**src/logic/ipsl_cfg.svh**
```systemverilog
// Offsets, field positions, reset values and vector numbers of the interrupt priority and status logic.
// Assumes a 32-bit AXI4-Lite register bus with each register in one aligned word.
`ifndef IPSL_CFG_SVH
`define IPSL_CFG_SVH

`define IPSL_ADDR_W          8
`define IPSL_OFF_I2C_TWO     8'h00
`define IPSL_OFF_CALENDAR    8'h04
`define IPSL_OFF_CHK_SERIAL  8'h08
`define IPSL_OFF_LOW_VOLT    8'h0c
`define IPSL_OFF_STATUS      8'h10

`define IPSL_NUM_SRC         7
`define IPSL_NUM_TRAP        8
`define IPSL_LEVEL_RESET     3'h4
`define IPSL_LEVEL_OFF       3'h0
`define IPSL_LEVEL_TOP_USER  4'h7
`define IPSL_TRAP_BASE_LVL   4'h8
`define IPSL_VEC_BASE        8'h08

`define IPSL_POS_HI          12
`define IPSL_POS_MID         8
`define IPSL_POS_LO          4
`define IPSL_POS_BOTTOM      0
`define IPSL_POS_UNACK       15
`define IPSL_POS_VECTOR_CAPTURE_SELECT       13
`define IPSL_POS_CPU_LVL     8

// Vector numbers of the user sources, in source index order.
`define IPSL_VEC_I2C_MASTER  8'h39
`define IPSL_VEC_I2C_SLAVE   8'h3a
`define IPSL_VEC_CALENDAR    8'h3b
`define IPSL_VEC_CHECKSUM    8'h3c
`define IPSL_VEC_SERIAL_TWO  8'h3d
`define IPSL_VEC_SERIAL_ONE  8'h3e
`define IPSL_VEC_LOW_VOLT    8'h48

`define IPSL_RESP_OKAY       2'h0
`define IPSL_RESP_SLVERR     2'h2

`endif

```
**src/logic/ipsl_pkg.sv**
```systemverilog
// Types shared by the interrupt priority and status logic.
// Assumes ipsl_cfg.svh is on the include path.
`include "ipsl_cfg.svh"

package ipsl_pkg;

    typedef logic [`IPSL_NUM_SRC-1:0][2:0] ipsl_levels_t;

    typedef struct packed {
        ipsl_levels_t                 lvl;
        logic                         vector_capture_select;
        logic                         unack;
        logic [3:0]                   cpu_lvl;
        logic [6:0]                   vec;
        logic                         irq_req;
        logic [3:0]                   irq_level;
        logic [7:0]                   irq_vector;
        logic                         aw_held;
        logic [`IPSL_ADDR_W-1:0]      awaddr;
        logic                         w_held;
        logic [31:0]                  wdata;
        logic [3:0]                   wstrb;
        logic                         awready;
        logic                         wready;
        logic                         bvalid;
        logic [1:0]                   bresp;
        logic                         arready;
        logic                         rvalid;
        logic [31:0]                  rdata;
        logic [1:0]                   rresp;
    } ipsl_state_t;

endpackage

```
**src/logic/ipsl_top.sv**
```systemverilog
// Interrupt priority registers, status readback and request arbitration toward the processor core.
// Assumes flags, enables, traps and core status arrive from logic on the same clock.
//
// Local design decisions: register access over AXI4-Lite and the placing of the registers.
`timescale 1ns/1ps
`include "ipsl_cfg.svh"

////////////////////////////////////////////////////////////////////////////////
// How it works
// - Three-bit priority field holds the level directly, seven highest, one lowest.
// - A zero priority field disables its source completely.
// - Every priority field resets to level four.
// - Unimplemented bits read zero and ignore writes.
// - Status top bit shows a request held off by an equal or higher processor level while nothing is presented.
// - With capture select set, vector field tracks the highest pending user interrupt.
// - With capture select clear, vector field holds the last acknowledged user interrupt; traps are not captured.
// - Four-bit read-only field shows the processor level, zero to fifteen.
// - Vector field holds vector number minus eight.
// - A flag still set after return requests the interrupt again at once.
// - Core restores state and level on return; routines end with that return.
// - Traps at levels eight to fifteen are never masked.
// - Processor level seven masks all user interrupts.
// - Timed mask blocks levels one to six but not level seven.
// - Nesting disable stops a user request pre-empting a running routine; traps still pre-empt.
// - Second two-wire bus master level at bits 10-8, slave level at 6-4.
// - Checksum error at 14-12, serial two error 10-8, serial one error 6-4.
// - Calendar level at bits 10-8, low voltage level at bits 2-0.
module ipsl_top (
    input  wire logic                        clk,             // System clock, 125 MHz.
    input  wire logic                        rst,             // Asynchronous reset, active high.
    input  wire logic [`IPSL_ADDR_W-1:0]     s_axi_awaddr,    // Write address.
    input  wire logic                        s_axi_awvalid,   // Write address valid.
    output logic                             s_axi_awready,   // Write address ready.
    input  wire logic [31:0]                 s_axi_wdata,     // Write data.
    input  wire logic [3:0]                  s_axi_wstrb,     // Write byte strobes.
    input  wire logic                        s_axi_wvalid,    // Write data valid.
    output logic                             s_axi_wready,    // Write data ready.
    output logic [1:0]                       s_axi_bresp,     // Write response.
    output logic                             s_axi_bvalid,    // Write response valid.
    input  wire logic                        s_axi_bready,    // Write response ready.
    input  wire logic [`IPSL_ADDR_W-1:0]     s_axi_araddr,    // Read address.
    input  wire logic                        s_axi_arvalid,   // Read address valid.
    output logic                             s_axi_arready,   // Read address ready.
    output logic [31:0]                      s_axi_rdata,     // Read data.
    output logic [1:0]                       s_axi_rresp,     // Read response.
    output logic                             s_axi_rvalid,    // Read data valid.
    input  wire logic                        s_axi_rready,    // Read data ready.
    input  wire logic [`IPSL_NUM_SRC-1:0]    src_flag,        // Source flag bits.
    input  wire logic [`IPSL_NUM_SRC-1:0]    src_enable,      // Source enable bits.
    input  wire logic [`IPSL_NUM_TRAP-1:0]   trap_req,        // Trap i requests at level 8+i.
    input  wire logic [3:0]                  cpu_level,       // Current processor priority level.
    input  wire logic                        nesting_disable, // Nesting disable control bit.
    input  wire logic                        in_service,      // Core is running a service routine.
    input  wire logic                        timed_mask,      // Timed mask instruction is active.
    input  wire logic                        cpu_ack,         // Core takes the presented request.
    output logic                             irq_req,         // Request to the core.
    output logic [3:0]                       irq_level,       // Level of the presented request.
    output logic [7:0]                       irq_vector       // Vector of the presented request.
);
    import ipsl_pkg::*;

    // Highest index first, so entry i is source i.
    localparam logic [`IPSL_NUM_SRC-1:0][7:0] SRC_VEC = {
        `IPSL_VEC_LOW_VOLT,
        `IPSL_VEC_SERIAL_ONE,
        `IPSL_VEC_SERIAL_TWO,
        `IPSL_VEC_CHECKSUM,
        `IPSL_VEC_CALENDAR,
        `IPSL_VEC_I2C_SLAVE,
        `IPSL_VEC_I2C_MASTER
    };

    ipsl_state_t st_q;
    ipsl_state_t st_d;

    logic [`IPSL_NUM_SRC-1:0] pend;
    logic [`IPSL_NUM_SRC-1:0] elig;
    logic [`IPSL_NUM_SRC-1:0] held_off;

    ////////////////////////////////////////////////////////////////////////////////
    // Per-source qualification.
    // Eligible is pending with every mask applied.
    for (genvar i = 0; i < `IPSL_NUM_SRC; i++) begin : g_src
        assign pend[i]     = src_flag[i] && src_enable[i] && (st_q.lvl[i] != `IPSL_LEVEL_OFF);
        assign elig[i]     = pend[i] && ({1'b0, st_q.lvl[i]} > cpu_level)
                             && !(timed_mask && ({1'b0, st_q.lvl[i]} < `IPSL_LEVEL_TOP_USER))
                             && !(nesting_disable && in_service);
        assign held_off[i] = pend[i] && ({1'b0, st_q.lvl[i]} <= cpu_level);
    end

    // Highest level wins; on equal levels the SRC_VEC entries are compared, so ties keep the lowest vector.
    function automatic logic [3:0] pick(input logic [`IPSL_NUM_SRC-1:0] mask, input ipsl_levels_t lv);
        logic [3:0] idx;
        logic [2:0] best;
        logic [7:0] bvec;
        logic       any;

        idx  = 4'hf;
        best = 3'h0;
        bvec = 8'hff;
        any  = 1'b0;

        for (int k = 0; k < `IPSL_NUM_SRC; k++) begin
            if (mask[k] && (!any || lv[k] > best || (lv[k] == best && SRC_VEC[k] < bvec))) begin
                idx  = 4'(k);
                best = lv[k];
                bvec = SRC_VEC[k];
                any  = 1'b1;
            end
        end
        return idx;
    endfunction

    logic [3:0] win_idx;
    logic [3:0] pend_idx;
    logic       win_user;
    logic       win_trap;
    logic [2:0] trap_idx;
    logic       win_valid;
    logic [3:0] win_level;
    logic [7:0] win_vec;

    always_comb begin
        win_idx  = pick(elig, st_q.lvl);
        pend_idx = pick(pend, st_q.lvl);
        win_user = (elig != '0);
        win_trap = (trap_req != '0);
        trap_idx = 3'h0;
        for (int k = 0; k < `IPSL_NUM_TRAP; k++) begin
            if (trap_req[k]) begin
                trap_idx = 3'(k);
            end
        end

        win_valid = win_trap || win_user;

        // Traps outrank all users; top trap index wins.
        if (win_trap) begin
            win_level = `IPSL_TRAP_BASE_LVL + {1'b0, trap_idx};
            win_vec   = {5'h00, trap_idx};
        end else if (win_user) begin
            win_level = {1'b0, st_q.lvl[win_idx[2:0]]};
            win_vec   = SRC_VEC[win_idx[2:0]];
        end else begin
            win_level = 4'h0;
            win_vec   = 8'h00;
        end
    end

    ////////////////////////////////////////////////////////////////////////////////
    // Register file and bus slave.
    // Address and data latch apart, in either order.
    logic                      have_aw;
    logic                      have_w;
    logic [`IPSL_ADDR_W-1:0]   wr_addr;
    logic [31:0]               wr_data;
    logic [3:0]                wr_strb;
    logic [15:0]               wr_mask;
    logic [15:0]               rd_word;
    logic                      rd_hit;
    logic                      wr_hit;

    function automatic logic [2:0] upd(input logic [2:0] old, input logic [15:0] d, input logic [15:0] m,
                                       input int pos);
        logic [2:0] r;

        r = old;
        for (int b = 0; b < 3; b++) begin
            if (m[pos+b]) begin
                r[b] = d[pos+b];
            end
        end
        return r;
    endfunction

    always_comb begin
        st_d    = st_q;
        have_aw = st_q.aw_held || (s_axi_awvalid && st_q.awready);
        have_w  = st_q.w_held || (s_axi_wvalid && st_q.wready);
        wr_addr = st_q.aw_held ? st_q.awaddr : s_axi_awaddr;
        wr_data = st_q.w_held ? st_q.wdata : s_axi_wdata;
        wr_strb = st_q.w_held ? st_q.wstrb : s_axi_wstrb;
        wr_mask = {{8{wr_strb[1]}}, {8{wr_strb[0]}}};
        wr_hit  = 1'b1;

        if (s_axi_awvalid && st_q.awready) begin
            st_d.aw_held = 1'b1;
            st_d.awaddr  = s_axi_awaddr;
            st_d.awready = 1'b0;
        end

        if (s_axi_wvalid && st_q.wready) begin
            st_d.w_held = 1'b1;
            st_d.wdata  = s_axi_wdata;
            st_d.wstrb  = s_axi_wstrb;
            st_d.wready = 1'b0;
        end

        if (st_q.bvalid && s_axi_bready) begin
            st_d.bvalid  = 1'b0;
            st_d.awready = 1'b1;
            st_d.wready  = 1'b1;
        end

        // Response follows both halves; readies wait for it.
        // Only implemented fields take write data; every other bit is left alone.
        if (have_aw && have_w && !st_q.bvalid) begin
            if (wr_addr == `IPSL_OFF_I2C_TWO) begin
                st_d.lvl[0] = upd(st_q.lvl[0], wr_data[15:0], wr_mask, `IPSL_POS_MID);
                st_d.lvl[1] = upd(st_q.lvl[1], wr_data[15:0], wr_mask, `IPSL_POS_LO);
            end else if (wr_addr == `IPSL_OFF_CALENDAR) begin
                st_d.lvl[2] = upd(st_q.lvl[2], wr_data[15:0], wr_mask, `IPSL_POS_MID);
            end else if (wr_addr == `IPSL_OFF_CHK_SERIAL) begin
                st_d.lvl[3] = upd(st_q.lvl[3], wr_data[15:0], wr_mask, `IPSL_POS_HI);
                st_d.lvl[4] = upd(st_q.lvl[4], wr_data[15:0], wr_mask, `IPSL_POS_MID);
                st_d.lvl[5] = upd(st_q.lvl[5], wr_data[15:0], wr_mask, `IPSL_POS_LO);
            end else if (wr_addr == `IPSL_OFF_LOW_VOLT) begin
                st_d.lvl[6] = upd(st_q.lvl[6], wr_data[15:0], wr_mask, `IPSL_POS_BOTTOM);
            end else if (wr_addr == `IPSL_OFF_STATUS) begin
                if (wr_strb[1]) begin
                    st_d.vector_capture_select = wr_data[`IPSL_POS_VECTOR_CAPTURE_SELECT];
                end
            end else begin
                wr_hit = 1'b0;
            end
            st_d.aw_held = 1'b0;
            st_d.w_held  = 1'b0;
            st_d.bvalid  = 1'b1;
            st_d.bresp   = wr_hit ? `IPSL_RESP_OKAY : `IPSL_RESP_SLVERR;
        end

        // Read data stands from acceptance until rready.
        rd_word = 16'h0000;
        rd_hit  = 1'b1;

        if (s_axi_araddr == `IPSL_OFF_I2C_TWO) begin
            rd_word[`IPSL_POS_MID+:3] = st_q.lvl[0];
            rd_word[`IPSL_POS_LO+:3]  = st_q.lvl[1];
        end else if (s_axi_araddr == `IPSL_OFF_CALENDAR) begin
            rd_word[`IPSL_POS_MID+:3] = st_q.lvl[2];
        end else if (s_axi_araddr == `IPSL_OFF_CHK_SERIAL) begin
            rd_word[`IPSL_POS_HI+:3]  = st_q.lvl[3];
            rd_word[`IPSL_POS_MID+:3] = st_q.lvl[4];
            rd_word[`IPSL_POS_LO+:3]  = st_q.lvl[5];
        end else if (s_axi_araddr == `IPSL_OFF_LOW_VOLT) begin
            rd_word[`IPSL_POS_BOTTOM+:3] = st_q.lvl[6];
        end else if (s_axi_araddr == `IPSL_OFF_STATUS) begin
            rd_word[`IPSL_POS_UNACK]     = st_q.unack;
            rd_word[`IPSL_POS_VECTOR_CAPTURE_SELECT]     = st_q.vector_capture_select;
            rd_word[`IPSL_POS_CPU_LVL+:4] = st_q.cpu_lvl;
            rd_word[6:0]                 = st_q.vec;
        end else begin
            rd_hit = 1'b0;
        end

        if (s_axi_arvalid && st_q.arready) begin
            st_d.arready = 1'b0;
            st_d.rvalid  = 1'b1;
            st_d.rdata   = {16'h0000, rd_word};
            st_d.rresp   = rd_hit ? `IPSL_RESP_OKAY : `IPSL_RESP_SLVERR;
        end else if (st_q.rvalid && s_axi_rready) begin
            st_d.rvalid  = 1'b0;
            st_d.arready = 1'b1;
        end

        ////////////////////////////////////////////////////////////////////////////////
        // Status capture and request to the core.
        // Status lags the core inputs by one cycle.
        st_d.cpu_lvl    = cpu_level;
        st_d.unack      = (held_off != '0) && !win_valid;
        st_d.irq_req    = win_valid;
        st_d.irq_level  = win_level;
        st_d.irq_vector = win_vec;

        // Trap vectors sit below the base, never captured.
        if (st_q.vector_capture_select) begin
            if (pend != '0) begin
                st_d.vec = 7'(SRC_VEC[pend_idx[2:0]] - `IPSL_VEC_BASE);
            end
        end else if (cpu_ack && st_q.irq_req && (st_q.irq_vector >= `IPSL_VEC_BASE)) begin
            st_d.vec = 7'(st_q.irq_vector - `IPSL_VEC_BASE);
        end
    end

    // Fields leave reset at level four, bus ready.
    always_ff @(posedge clk or posedge rst) begin
        if (rst) begin
            st_q         <= '0;
            st_q.lvl     <= {`IPSL_NUM_SRC{`IPSL_LEVEL_RESET}};
            st_q.awready <= 1'b1;
            st_q.wready  <= 1'b1;
            st_q.arready <= 1'b1;
        end else begin
            st_q <= st_d;
        end
    end

    // Outputs come straight from the state flops.
    assign s_axi_awready = st_q.awready;
    assign s_axi_wready  = st_q.wready;
    assign s_axi_bvalid  = st_q.bvalid;
    assign s_axi_bresp   = st_q.bresp;
    assign s_axi_arready = st_q.arready;
    assign s_axi_rvalid  = st_q.rvalid;
    assign s_axi_rdata   = st_q.rdata;
    assign s_axi_rresp   = st_q.rresp;
    assign irq_req       = st_q.irq_req;
    assign irq_level     = st_q.irq_level;
    assign irq_vector    = st_q.irq_vector;
endmodule // ipsl_top

```
**config.mk**
```make
export PLATFORM = sky130hd
export DESIGN_NAME = ipsl_top
export DESIGN_NICKNAME = d
export VERILOG_FILES = /design/src/logic/ipsl_pkg.sv /design/src/logic/ipsl_top.sv
export VERILOG_INCLUDE_DIRS = /design/src /design/src/logic
export SDC_FILE = /design/constraint.sdc
export NUM_CORES = 1
export LEC_CHECK = 0
export BUFFER_PORTS_ARGS = -buffer_cell sky130_fd_sc_hd__buf_2
export CORE_ASPECT_RATIO = 0.8
export CORE_UTILIZATION = 30
export CTS_BUF_LIST = sky130_fd_sc_hd__clkbuf_8 sky130_fd_sc_hd__clkbuf_16
export CTS_CLUSTER_SIZE = 10
export DETAILED_ROUTE_END_ITERATION = 12
export GPL_ROUTABILITY_DRIVEN = 1
export GPL_TIMING_DRIVEN = 0
export PLACE_DENSITY_LB_ADDON = 0.3
export SLEW_MARGIN = 10
export SYNTH_ARGS = -nofsm -noshare
export SYNTH_HDL_FRONTEND = slang
export SYNTH_SLANG_ARGS = --single-unit
```
**constraint.sdc**
```tcl
create_clock -name clk -period 11.3 [get_ports clk]
set_clock_uncertainty 0.05 [all_clocks]
set_input_delay 0.565 -clock clk [delete_from_list [all_inputs] [get_ports clk]]
set_output_delay 0.565 -clock clk [all_outputs]
set_load 0.05 [all_outputs]
```
==> results of run 1 <==
[critical path, delay by kind of cell, from the launching register on]
family | cells | cell delay, ps
flops | 1 | 720
compound gates | 25 | 4750
mux | 2 | 700
fa+ha+maj | 8 | 2070
simple gates | 11 | 1730
buf+inv | 3 | 280
[cell families (layout without fill, tap and decap cells)]
kind of cell,after synthesis,after routing
buf+inv,118,235
simple gates,204,204
flops,91,91
fa+ha+maj,65,65
other cells,1,20
compound gates,192,192
xor+xnor,1,1
mux,70,70
[what timing repair did]
item,in CTS,in global routing
gates resized for setup,0,8
setup buffers,0,0
setup endpoints to repair,0,6
[cell usage after synthesis, drive strengths merged, types with 7 or more instances]
master / count / area share
a21oi: 34 / 0.025
a22oi: 9 / 0.010
a32oi: 8 / 0.010
buf: 51 / 0.056
clkbuf: 14 / 0.0077
dfrtp: 81 / 0.30
dfstp: 10 / 0.039
ha: 65 / 0.12
inv: 53 / 0.029
mux2: 55 / 0.093
mux2i: 15 / 0.022
nand2: 69 / 0.038
nand3: 23 / 0.017
nor2: 40 / 0.022
nor2b: 17 / 0.016
nor3: 16 / 0.012
o211ai: 8 / 0.0089
o21a: 7 / 0.0077
o21ai: 66 / 0.049
[stage by stage]
step                      hold WS, ps  std cells   util  worst slack, ps  area, um^2
after global routing              210       1178  0.372            -24.9        8130
after global placement            410       1161  0.354              459        7730
after CTS                         190       1178  0.371              392        8110
final                             172       1178  0.372              800        8130
after detailed placement          416       1162  0.355              311        7760
after floorplan                   388        761      -             1930        6850
[cell type report]
cell class,count,share of cell area
clock buffers,9,0.0277
clock inverters,7,0.0152
plain buffers,65,0.0531
repair buffers,101,0.0650
well taps,300,0.0462
inverters,53,0.0248
flip-flops and latches,91,0.283
multi-input cells,552,0.485
[final timing paths]
| kind | start | end | slack, ps |
|---|---|---|---|
| worst max-delay path | st_q[115] | irq_vector[2] | 800 |
| worst min-delay path | rst | s_axi_rresp[1] | 170 |
| worst max register to register | st_q[115] | irq_vector[2] | 800 |
| worst min register to register | s_axi_rdata[3] | s_axi_rdata[3] | 430 |
| max in group asynchronous | rst | st_q[127] | 10330 |
| min in group clk | s_axi_arvalid | s_axi_arready | 310 |
[per-layer routing]
metal	global-route usage	share of wire	routed length [um]	vias to the layer above
met3	0.0367	0.083	1650	10
met1	0.269	0.50	9930	2822
met5	0	0	0	-
met2	0.258	0.41	8140	194
li1	-	-	-	2913
met4	0.0350	0.0075	149	0
[flip-flops by register name (all words and copies together) (netlist names)]
name,count
irq_vector,6
s_axi_bvalid,1
s_axi_rvalid,1
s_axi_bresp,1
s_axi_rresp,1
s_axi_rdata,15
s_axi_arready,1
irq_level,4
irq_req,1
s_axi_wready,1
st_q,58
s_axi_awready,1
[where the power goes]
part / total (mW) / switching, mW / leakage [nW] / internal (mW)
registers: 0.443 / 0.0476 / 1.06 / 0.395
logic: 0.375 / 0.216 / 2.60 / 0.159
clock network: 0.354 / 0.136 / 0.166 / 0.218
total: 1.17 / 0.400 / 3.83 / 0.772
==> report_table.html, run 1 <==
<table>
<tr><th>Metric</th><th>Value</th></tr>
<tr><th colspan="2">Setup path</th></tr>
<tr><td>Highest net fanout along the worst path</td><td>10</td></tr>
<tr><td>Worst path slowest cell</td><td>sky130_fd_sc_hd__dfstp_4</td></tr>
<tr><td>Type of the setup path with the least slack</td><td>reg2reg</td></tr>
<tr><td>Data arrival at the endpoint of the critical path</td><td>10,630 ps</td></tr>
<tr><td>Critical Path Start Type</td><td>flop</td></tr>
<tr><td>Largest incremental delay on the critical path</td><td>between 700 and 800 ps</td></tr>
<tr><td>Library cell appearing most often on the critical path</td><td>sky130_fd_sc_hd__ha_1</td></tr>
<tr><td>Reg2reg path depth</td><td>49</td></tr>
<tr><td>Data required time at the worst endpoint</td><td>around 11,000 ps</td></tr>
<tr><td>Worst setup EP type</td><td>flop</td></tr>
<tr><th colspan="2">Detailed routing</th></tr>
<tr><td>Initial DRT Pass Iterations</td><td>7</td></tr>
<tr><td>Drt drc</td><td>0</td></tr>
<tr><td>DRC marker count from the first detailed-route iteration</td><td>443</td></tr>
<tr><td>Number of vias after detailed routing</td><td>5,939</td></tr>
<tr><td>Routed Wire Length</td><td>between 15 and 20 mm</td></tr>
<tr><td>Number of nets with antenna violations after routing</td><td>0</td></tr>
<tr><td>Via-to-Cell Ratio</td><td>a little over 5</td></tr>
<tr><td>Routed len/inst</td><td>approximately 17 um</td></tr>
<tr><th colspan="2">Placement</th></tr>
<tr><td>Detailed Place HPWL</td><td>roughly 16 mm</td></tr>
<tr><td>Placer's final routability congestion estimate</td><td>roughly 0.9</td></tr>
<tr><td>PortBufs</td><td>100</td></tr>
<tr><th colspan="2">Logic synthesis</th></tr>
<tr><td>Portion of the post-synthesis area used by sequential elements</td><td>0.338</td></tr>
<tr><td>Synth Area in Simple Gates</td><td>0.144</td></tr>
<tr><td>Mapped cell area</td><td>slightly below 0.007 mm^2</td></tr>
<tr><td>Post-Syn Area per Cell</td><td>~9 um^2</td></tr>
<tr><td>Count of flip-flops with a built-in enable after synthesis</td><td>0</td></tr>
<tr><td>Dominant combinational cell family by area after synthesis</td><td>compound AO/OA/AOI/OAI gates</td></tr>
<tr><td>Yosys warning count</td><td>0</td></tr>
<tr><td>Area share of fa/ha/maj cells after synthesis</td><td>0.120</td></tr>
<tr><td>Flip-flop and latch count after synthesis</td><td>just over 90</td></tr>
<tr><td>Area fraction in compound gates after synthesis</td><td>0.188</td></tr>
<tr><td>Ys async rst share</td><td>1.00</td></tr>
<tr><td>Synthesized-area fraction occupied by xor and xnor cells</td><td>0.00129</td></tr>
<tr><td>Count of cell types in the netlist</td><td>65</td></tr>
<tr><td>Commonest register cell after synthesis</td><td>sky130_fd_sc_hd__dfrtp_1</td></tr>
<tr><td>Fraction of synthesized area in multiplexers</td><td>0.115</td></tr>
<tr><td>Instance count of the mapped netlist</td><td>742</td></tr>
<tr><th colspan="2">Cells and area</th></tr>
<tr><td>Total area of sequential cells</td><td>0.00230 mm^2</td></tr>
<tr><td>Synth-to-layout area growth</td><td>19.8%</td></tr>
<tr><td>Layout cells sized above 1</td><td>0.272</td></tr>
<tr><td>Final net count</td><td>~1,000</td></tr>
<tr><td>Antenna Diode Count</td><td>0</td></tr>
<tr><td>Most common library cell in the layout ignoring fill and taps</td><td>sky130_fd_sc_hd__buf_2</td></tr>
<tr><td>Area occupied by multi-input gates</td><td>just under 0.004 mm^2</td></tr>
<tr><td>Fill count</td><td>2,305</td></tr>
<tr><td>Commonest non-fill, non-tap cells in the layout</td><td>100 x sky130_fd_sc_hd__buf_2, 79 x sky130_fd_sc_hd__dfrtp_1, 69 x sky130_fd_sc_hd__nand2_1</td></tr>
<tr><th colspan="2">Power</th></tr>
<tr><td>Power per cell area</td><td>around 140 mW/mm^2</td></tr>
<tr><td>Max IR drop VDD</td><td>between 0.08 and 0.09 mV</td></tr>
<tr><td>Leak</td><td>3.83 nW</td></tr>
<tr><td>Power, Total</td><td>1.17 mW</td></tr>
<tr><th colspan="2">Global routing</th></tr>
<tr><td>First-pass GRT wire length</td><td>31.1 mm</td></tr>
<tr><td>Maximum number of pins on one net before global-route repair</td><td>60</td></tr>
<tr><td>Leftover overflow at the end of global routing</td><td>0</td></tr>
<tr><td>GRT Total Usage</td><td>0.178</td></tr>
<tr><td>Antenna violations before repair</td><td>0</td></tr>
<tr><td>Vias in the first global route</td><td>approximately 5,600</td></tr>
<tr><th colspan="2">Timing</th></tr>
<tr><td>Aggregate negative setup slack</td><td>0 ps</td></tr>
<tr><td>Fin. max-slew vios</td><td>0</td></tr>
<tr><td>Min Tclk post-route</td><td>10,500 ps</td></tr>
<tr><td>Number of hold violations in the final report</td><td>0</td></tr>
<tr><td>Tightest slew margin relative to the limit</td><td>0.378</td></tr>
<tr><td>Setup-failing EPs final</td><td>0</td></tr>
<tr><td>Transition time at the pin with the least slew margin</td><td>just over 900 ps</td></tr>
<tr><td>Max Clk Rate</td><td>around 95 MHz</td></tr>
<tr><td>Final period utilization</td><td>0.929</td></tr>
<tr><th colspan="2">Floorplan</th></tr>
<tr><td>Standard cell core area</td><td>0.0219 mm^2</td></tr>
<tr><td>Starting density of the core</td><td>0.310</td></tr>
<tr><td>Horizontal die dimension</td><td>roughly 170 um</td></tr>
<tr><td>Die outline area</td><td>0.0232 mm^2</td></tr>
<tr><td>Number of I/O pins</td><td>143</td></tr>
<tr><td>Cell row count</td><td>48</td></tr>
<tr><td>Vertical die dimension</td><td>between 100 and 150 um</td></tr>
<tr><th colspan="2">CTS</th></tr>
<tr><td>TritonCTS Sinks</td><td>a little over 90</td></tr>
<tr><td>Clock transition at the registers of the reported paths</td><td>roughly 70 ps</td></tr>
<tr><td>H-tree levels</td><td>3</td></tr>
<tr><td>Cts bufs inserted</td><td>9</td></tr>
<tr><td>Buffer type at the clock tree root</td><td>sky130_fd_sc_hd__clkbuf_16</td></tr>
<tr><td>Hold Buf Count CTS</td><td>0</td></tr>
<tr><td>Clock tree from TritonCTS</td><td>done</td></tr>
<tr><td>Deepest clock path buffer count</td><td>2</td></tr>
<tr><td>Clock latency of the later-clocked register in the worst-skew pair</td><td>about 360 ps</td></tr>
<tr><th colspan="2">Job</th></tr>
<tr><td>Max cap viols</td><td>0</td></tr>
<tr><th colspan="2">Hold path</th></tr>
<tr><td>Worst hold path type</td><td>in2async</td></tr>
<tr><th colspan="2">Run status</th></tr>
<tr><td>Outcome</td><td>completed</td></tr>
</table>
Power figures use the tool's default switching activity.
==> run 2: changes to the inputs <==
--- a/config.mk
+++ b/config.mk
@@ -6,14 +6,15 @@
 export SDC_FILE = /design/constraint.sdc
 export NUM_CORES = 1
 export LEC_CHECK = 0
-export BUFFER_PORTS_ARGS = -buffer_cell sky130_fd_sc_hd__buf_2
 export CORE_ASPECT_RATIO = 0.8
 export CORE_UTILIZATION = 30
 export CTS_BUF_LIST = sky130_fd_sc_hd__clkbuf_8 sky130_fd_sc_hd__clkbuf_16
 export CTS_CLUSTER_SIZE = 10
 export DETAILED_ROUTE_END_ITERATION = 12
+export DONT_BUFFER_PORTS = 1
 export GPL_ROUTABILITY_DRIVEN = 1
 export GPL_TIMING_DRIVEN = 0
+export MAX_ROUTING_LAYER = met4
 export PLACE_DENSITY_LB_ADDON = 0.3
 export SLEW_MARGIN = 10
 export SYNTH_ARGS = -nofsm -noshare
==> constraint.sdc (replaced) <==
create_clock -name clk -period 9.5 [get_ports clk]
set_clock_uncertainty 0.05 [all_clocks]
set_input_delay 0.475 -clock clk [delete_from_list [all_inputs] [get_ports clk]]
set_output_delay 0.475 -clock clk [all_outputs]
set_load 0.05 [all_outputs]
==> run 2 against run 1 <==
Net effect:
- first-iteration DRC count fell by 5.0%
- maximum frequency rose by 11%
- core utilization rose by 0.76 points
- critical path depth rose by 1
- critical endpoint unchanged
- largest power group unchanged
- global-route usage rose by 0.20 points
==> report_table.html, run 2 (synthesized netlist as in run 1, its figures left out) <==
<table>
<tr><th>Metric</th><th>Value</th></tr>
<tr><th colspan="2">Run status</th></tr>
<tr><td>Outcome</td><td>completed</td></tr>
<tr><th colspan="2">Hold path</th></tr>
<tr><td>Worst Hold End</td><td>st_q[108]</td></tr>
<tr><td>Worst hold path depth</td><td>0</td></tr>
<tr><td>Worst hold path type</td><td>in2reg</td></tr>
<tr><td>Startpoint of the most critical hold path</td><td>cpu_level[1]</td></tr>
<tr><th colspan="2">Detailed routing</th></tr>
<tr><td>Number of nets with antenna violations after routing</td><td>0</td></tr>
<tr><td>Drt drc</td><td>0</td></tr>
<tr><td>DRC marker count from the first detailed-route iteration</td><td>421</td></tr>
<tr><td>Via-to-Cell Ratio</td><td>between 5 and 6</td></tr>
<tr><td>Initial DRT Pass Iterations</td><td>7</td></tr>
<tr><td>Routed Wire Length</td><td>between 20 and 25 mm</td></tr>
<tr><td>Routed len/inst</td><td>approximately 18 um</td></tr>
<tr><td>Number of vias after detailed routing</td><td>5,789</td></tr>
<tr><th colspan="2">Timing</th></tr>
<tr><td>Number of hold violations in the final report</td><td>0</td></tr>
<tr><td>Final period utilization</td><td>0.999</td></tr>
<tr><td>Unrepaired setup endpoints after global routing</td><td>true</td></tr>
<tr><td>Transition time at the pin with the least slew margin</td><td>~1200 ps</td></tr>
<tr><td>Final setup slack of the worst path</td><td>around 5.5 ps</td></tr>
<tr><td>Tightest slew margin relative to the limit</td><td>0.178</td></tr>
<tr><td>Fin. max-slew vios</td><td>0</td></tr>
<tr><td>Setup-failing EPs final</td><td>0</td></tr>
<tr><td>Max Clk Rate</td><td>between 100 and 150 MHz</td></tr>
<tr><td>Min Tclk post-route</td><td>about 9500 ps</td></tr>
<tr><th colspan="2">Power</th></tr>
<tr><td>Max IR drop VDD</td><td>0.0927 mV</td></tr>
<tr><td>Leak</td><td>~3.6 nW</td></tr>
<tr><td>Power, Total</td><td>1.38 mW</td></tr>
<tr><td>Power per cell area</td><td>between 150 and 200 mW/mm^2</td></tr>
<tr><th colspan="2">Cells and area</th></tr>
<tr><td>Total area of sequential cells</td><td>approximately 0.0023 mm^2</td></tr>
<tr><td>Layout Cells excl Fill</td><td>about 1,100</td></tr>
<tr><td>Final standard cell area without fillers</td><td>between 0.008 and 0.009 mm^2</td></tr>
<tr><td>Area occupied by multi-input gates</td><td>0.00432 mm^2</td></tr>
<tr><td>Most common library cell in the layout ignoring fill and taps</td><td>sky130_fd_sc_hd__buf_4</td></tr>
<tr><td>Fill count</td><td>around 2,300</td></tr>
<tr><td>Final net count</td><td>967</td></tr>
<tr><td>Most flop-heavy register</td><td>st_q</td></tr>
<tr><td>Flip-flop count of the largest register, all copies and words added</td><td>just under 60</td></tr>
<tr><td>Layout cells sized above 1</td><td>0.290</td></tr>
<tr><td>Synth-to-layout area growth</td><td>22.3%</td></tr>
<tr><td>Commonest non-fill, non-tap cells in the layout</td><td>84 x sky130_fd_sc_hd__buf_4, 78 x sky130_fd_sc_hd__dfrtp_1, 63 x sky130_fd_sc_hd__nand2_1</td></tr>
<tr><td>Antenna Diode Count</td><td>0</td></tr>
<tr><th colspan="2">Placement</th></tr>
<tr><td>Detailed Place HPWL</td><td>15.6 mm</td></tr>
<tr><td>Placed Instances</td><td>approximately 1,100</td></tr>
<tr><td>PortBufs</td><td>0</td></tr>
<tr><td>Placed Instance Area</td><td>just over 0.007 mm^2</td></tr>
<tr><td>Placer's final routability congestion estimate</td><td>0.891</td></tr>
<tr><td>Setup Slack @ Placement</td><td>-1350 ps</td></tr>
<tr><th colspan="2">Floorplan</th></tr>
<tr><td>Die outline area</td><td>0.0232 mm^2</td></tr>
<tr><td>Number of I/O pins</td><td>143</td></tr>
<tr><td>Standard cell core area</td><td>~0.022 mm^2</td></tr>
<tr><td>Vertical die dimension</td><td>136 um</td></tr>
<tr><td>Cell row count</td><td>between 40 and 50</td></tr>
<tr><td>Horizontal die dimension</td><td>170 um</td></tr>
<tr><td>Starting density of the core</td><td>0.310</td></tr>
<tr><th colspan="2">CTS</th></tr>
<tr><td>Clock transition at the registers of the reported paths</td><td>70 ps</td></tr>
<tr><td>Buffer type at the clock tree root</td><td>sky130_fd_sc_hd__clkbuf_16</td></tr>
<tr><td>TritonCTS Sinks</td><td>between 90 and 100</td></tr>
<tr><td>H-tree levels</td><td>3</td></tr>
<tr><td>Clock latency of the later-clocked register in the worst-skew pair</td><td>between 300 and 400 ps</td></tr>
<tr><td>Clock tree from TritonCTS</td><td>done</td></tr>
<tr><td>Deepest clock path buffer count</td><td>2</td></tr>
<tr><td>Cts bufs inserted</td><td>9</td></tr>
<tr><th colspan="2">Global routing</th></tr>
<tr><td>Maximum number of pins on one net before global-route repair</td><td>58</td></tr>
<tr><td>Antenna violations before repair</td><td>0</td></tr>
<tr><td>Leftover overflow at the end of global routing</td><td>0</td></tr>
<tr><td>Vias in the first global route</td><td>~5,200</td></tr>
<tr><td>GRT Total Usage</td><td>0.180</td></tr>
<tr><td>First-pass GRT wire length</td><td>30.4 mm</td></tr>
<tr><th colspan="2">Setup path</th></tr>
<tr><td>Reg2reg path depth</td><td>50</td></tr>
<tr><td>Endpoint of the most critical register-to-register path</td><td>irq_vector[2]</td></tr>
<tr><td>RR Startpoint</td><td>st_q[115]</td></tr>
<tr><td>Largest incremental delay on the critical path</td><td>around 650 ps</td></tr>
<tr><td>Library cell appearing most often on the critical path</td><td>sky130_fd_sc_hd__o21ai_2</td></tr>
<tr><td>Minimum setup slack among reg-to-reg paths</td><td>between 5 and 6 ps</td></tr>
<tr><td>Worst setup EP type</td><td>flop</td></tr>
<tr><td>Data arrival at the endpoint of the critical path</td><td>9640 ps</td></tr>
<tr><td>Highest net fanout along the worst path</td><td>5</td></tr>
<tr><td>Type of the setup path with the least slack</td><td>reg2reg</td></tr>
<tr><td>Critical Path Start Type</td><td>flop</td></tr>
<tr><td>Data required time at the worst endpoint</td><td>between 9000 and 10,000 ps</td></tr>
<tr><td>Worst path slowest cell</td><td>sky130_fd_sc_hd__dfstp_4</td></tr>
<tr><th colspan="2">Job</th></tr>
<tr><td>Max cap viols</td><td>0</td></tr>
</table>
## run 2: cell types whose count changed in the layout (fill, tap and decap cells not counted), sizes merged
| cell | before | now |
|---|---|---|
| dlygate4sd3 | 0 | 1 |
| buf | 152 | 91 |
| clkinv | 2 | 4 |
| bufinv | 3 | 2 |
| inv | 54 | 53 |
## run 2: worst max-delay path: cells and delay by family, from the launching register on
family	cells	cell delay, ps
AND/OR/NAND/NOR	11	1710
multiplexers	2	730
adder cells (fa/ha/maj)	7	1590
AO/OA/AOI/OAI	26	4210
flip-flops	1	650
buffers and inverters	4	390
## run 2: per-layer routing
metal	global-route usage	vias up	part of all wire
met2	0.251	214	0.41
met4	0.0390	0	0.012
li1	-	2788	-
met1	0.251	2766	0.48
met5	-	-	0
met3	0.0575	21	0.094
## run 2: area by class of cell
type,count,share of cell area
clock buffers,9,0.0272
clock inverters,7,0.0124
multi-input cells,552,0.521
flip-flops and latches,91,0.277
well taps,300,0.0453
plain buffers,64,0.0507
repair buffers,42,0.0425
inverters,53,0.0243
## run 2: worst max path at each step
stage                 start       endpoint  slack, ps  cells past startpoint
2_1_floorplan  cpu_level[2]  irq_vector[2]        220                     49
3_3_place_gp      st_q[113]  irq_vector[2]      -1290                     47
3_5_place_dp      st_q[113]  irq_vector[2]      -1350                     49
4_1_cts           st_q[115]  irq_vector[2]        -50                     49
5_1_grt           st_q[115]  irq_vector[2]       -350                     50
6_report          st_q[115]  irq_vector[2]          5                     50
## run 2: through the flow
stage | setup TNS [ps] | util | hold WS (ps)
2_1_floorplan | 0 | - | 388
3_3_place_gp | -8160 | 0.331 | 413
3_5_place_dp | -9220 | 0.332 | 361
4_1_cts | -107 | 0.354 | 92.2
5_1_grt | -1920 | 0.379 | 89.7
6_report | 0 | 0.379 | 102
## run 2: power by group
group / switching, mW / internal (mW)
registers: 0.0763 / 0.471
clock network: 0.160 / 0.232
logic: 0.243 / 0.201
total: 0.479 / 0.904
## run 2: what timing repair did
| item | in CTS | in global routing |
|---|---|---|
| resized for setup | 26 | 74 |
| hold buffers | 1 | 0 |
| setup endpoints to repair | 14 | 14 |
| gates cloned | 0 | 0 |
| endpoints found under the hold margin | 33 | 0 |
| pin swaps | 3 | 33 |
| buffers inserted | 9 | 31 |
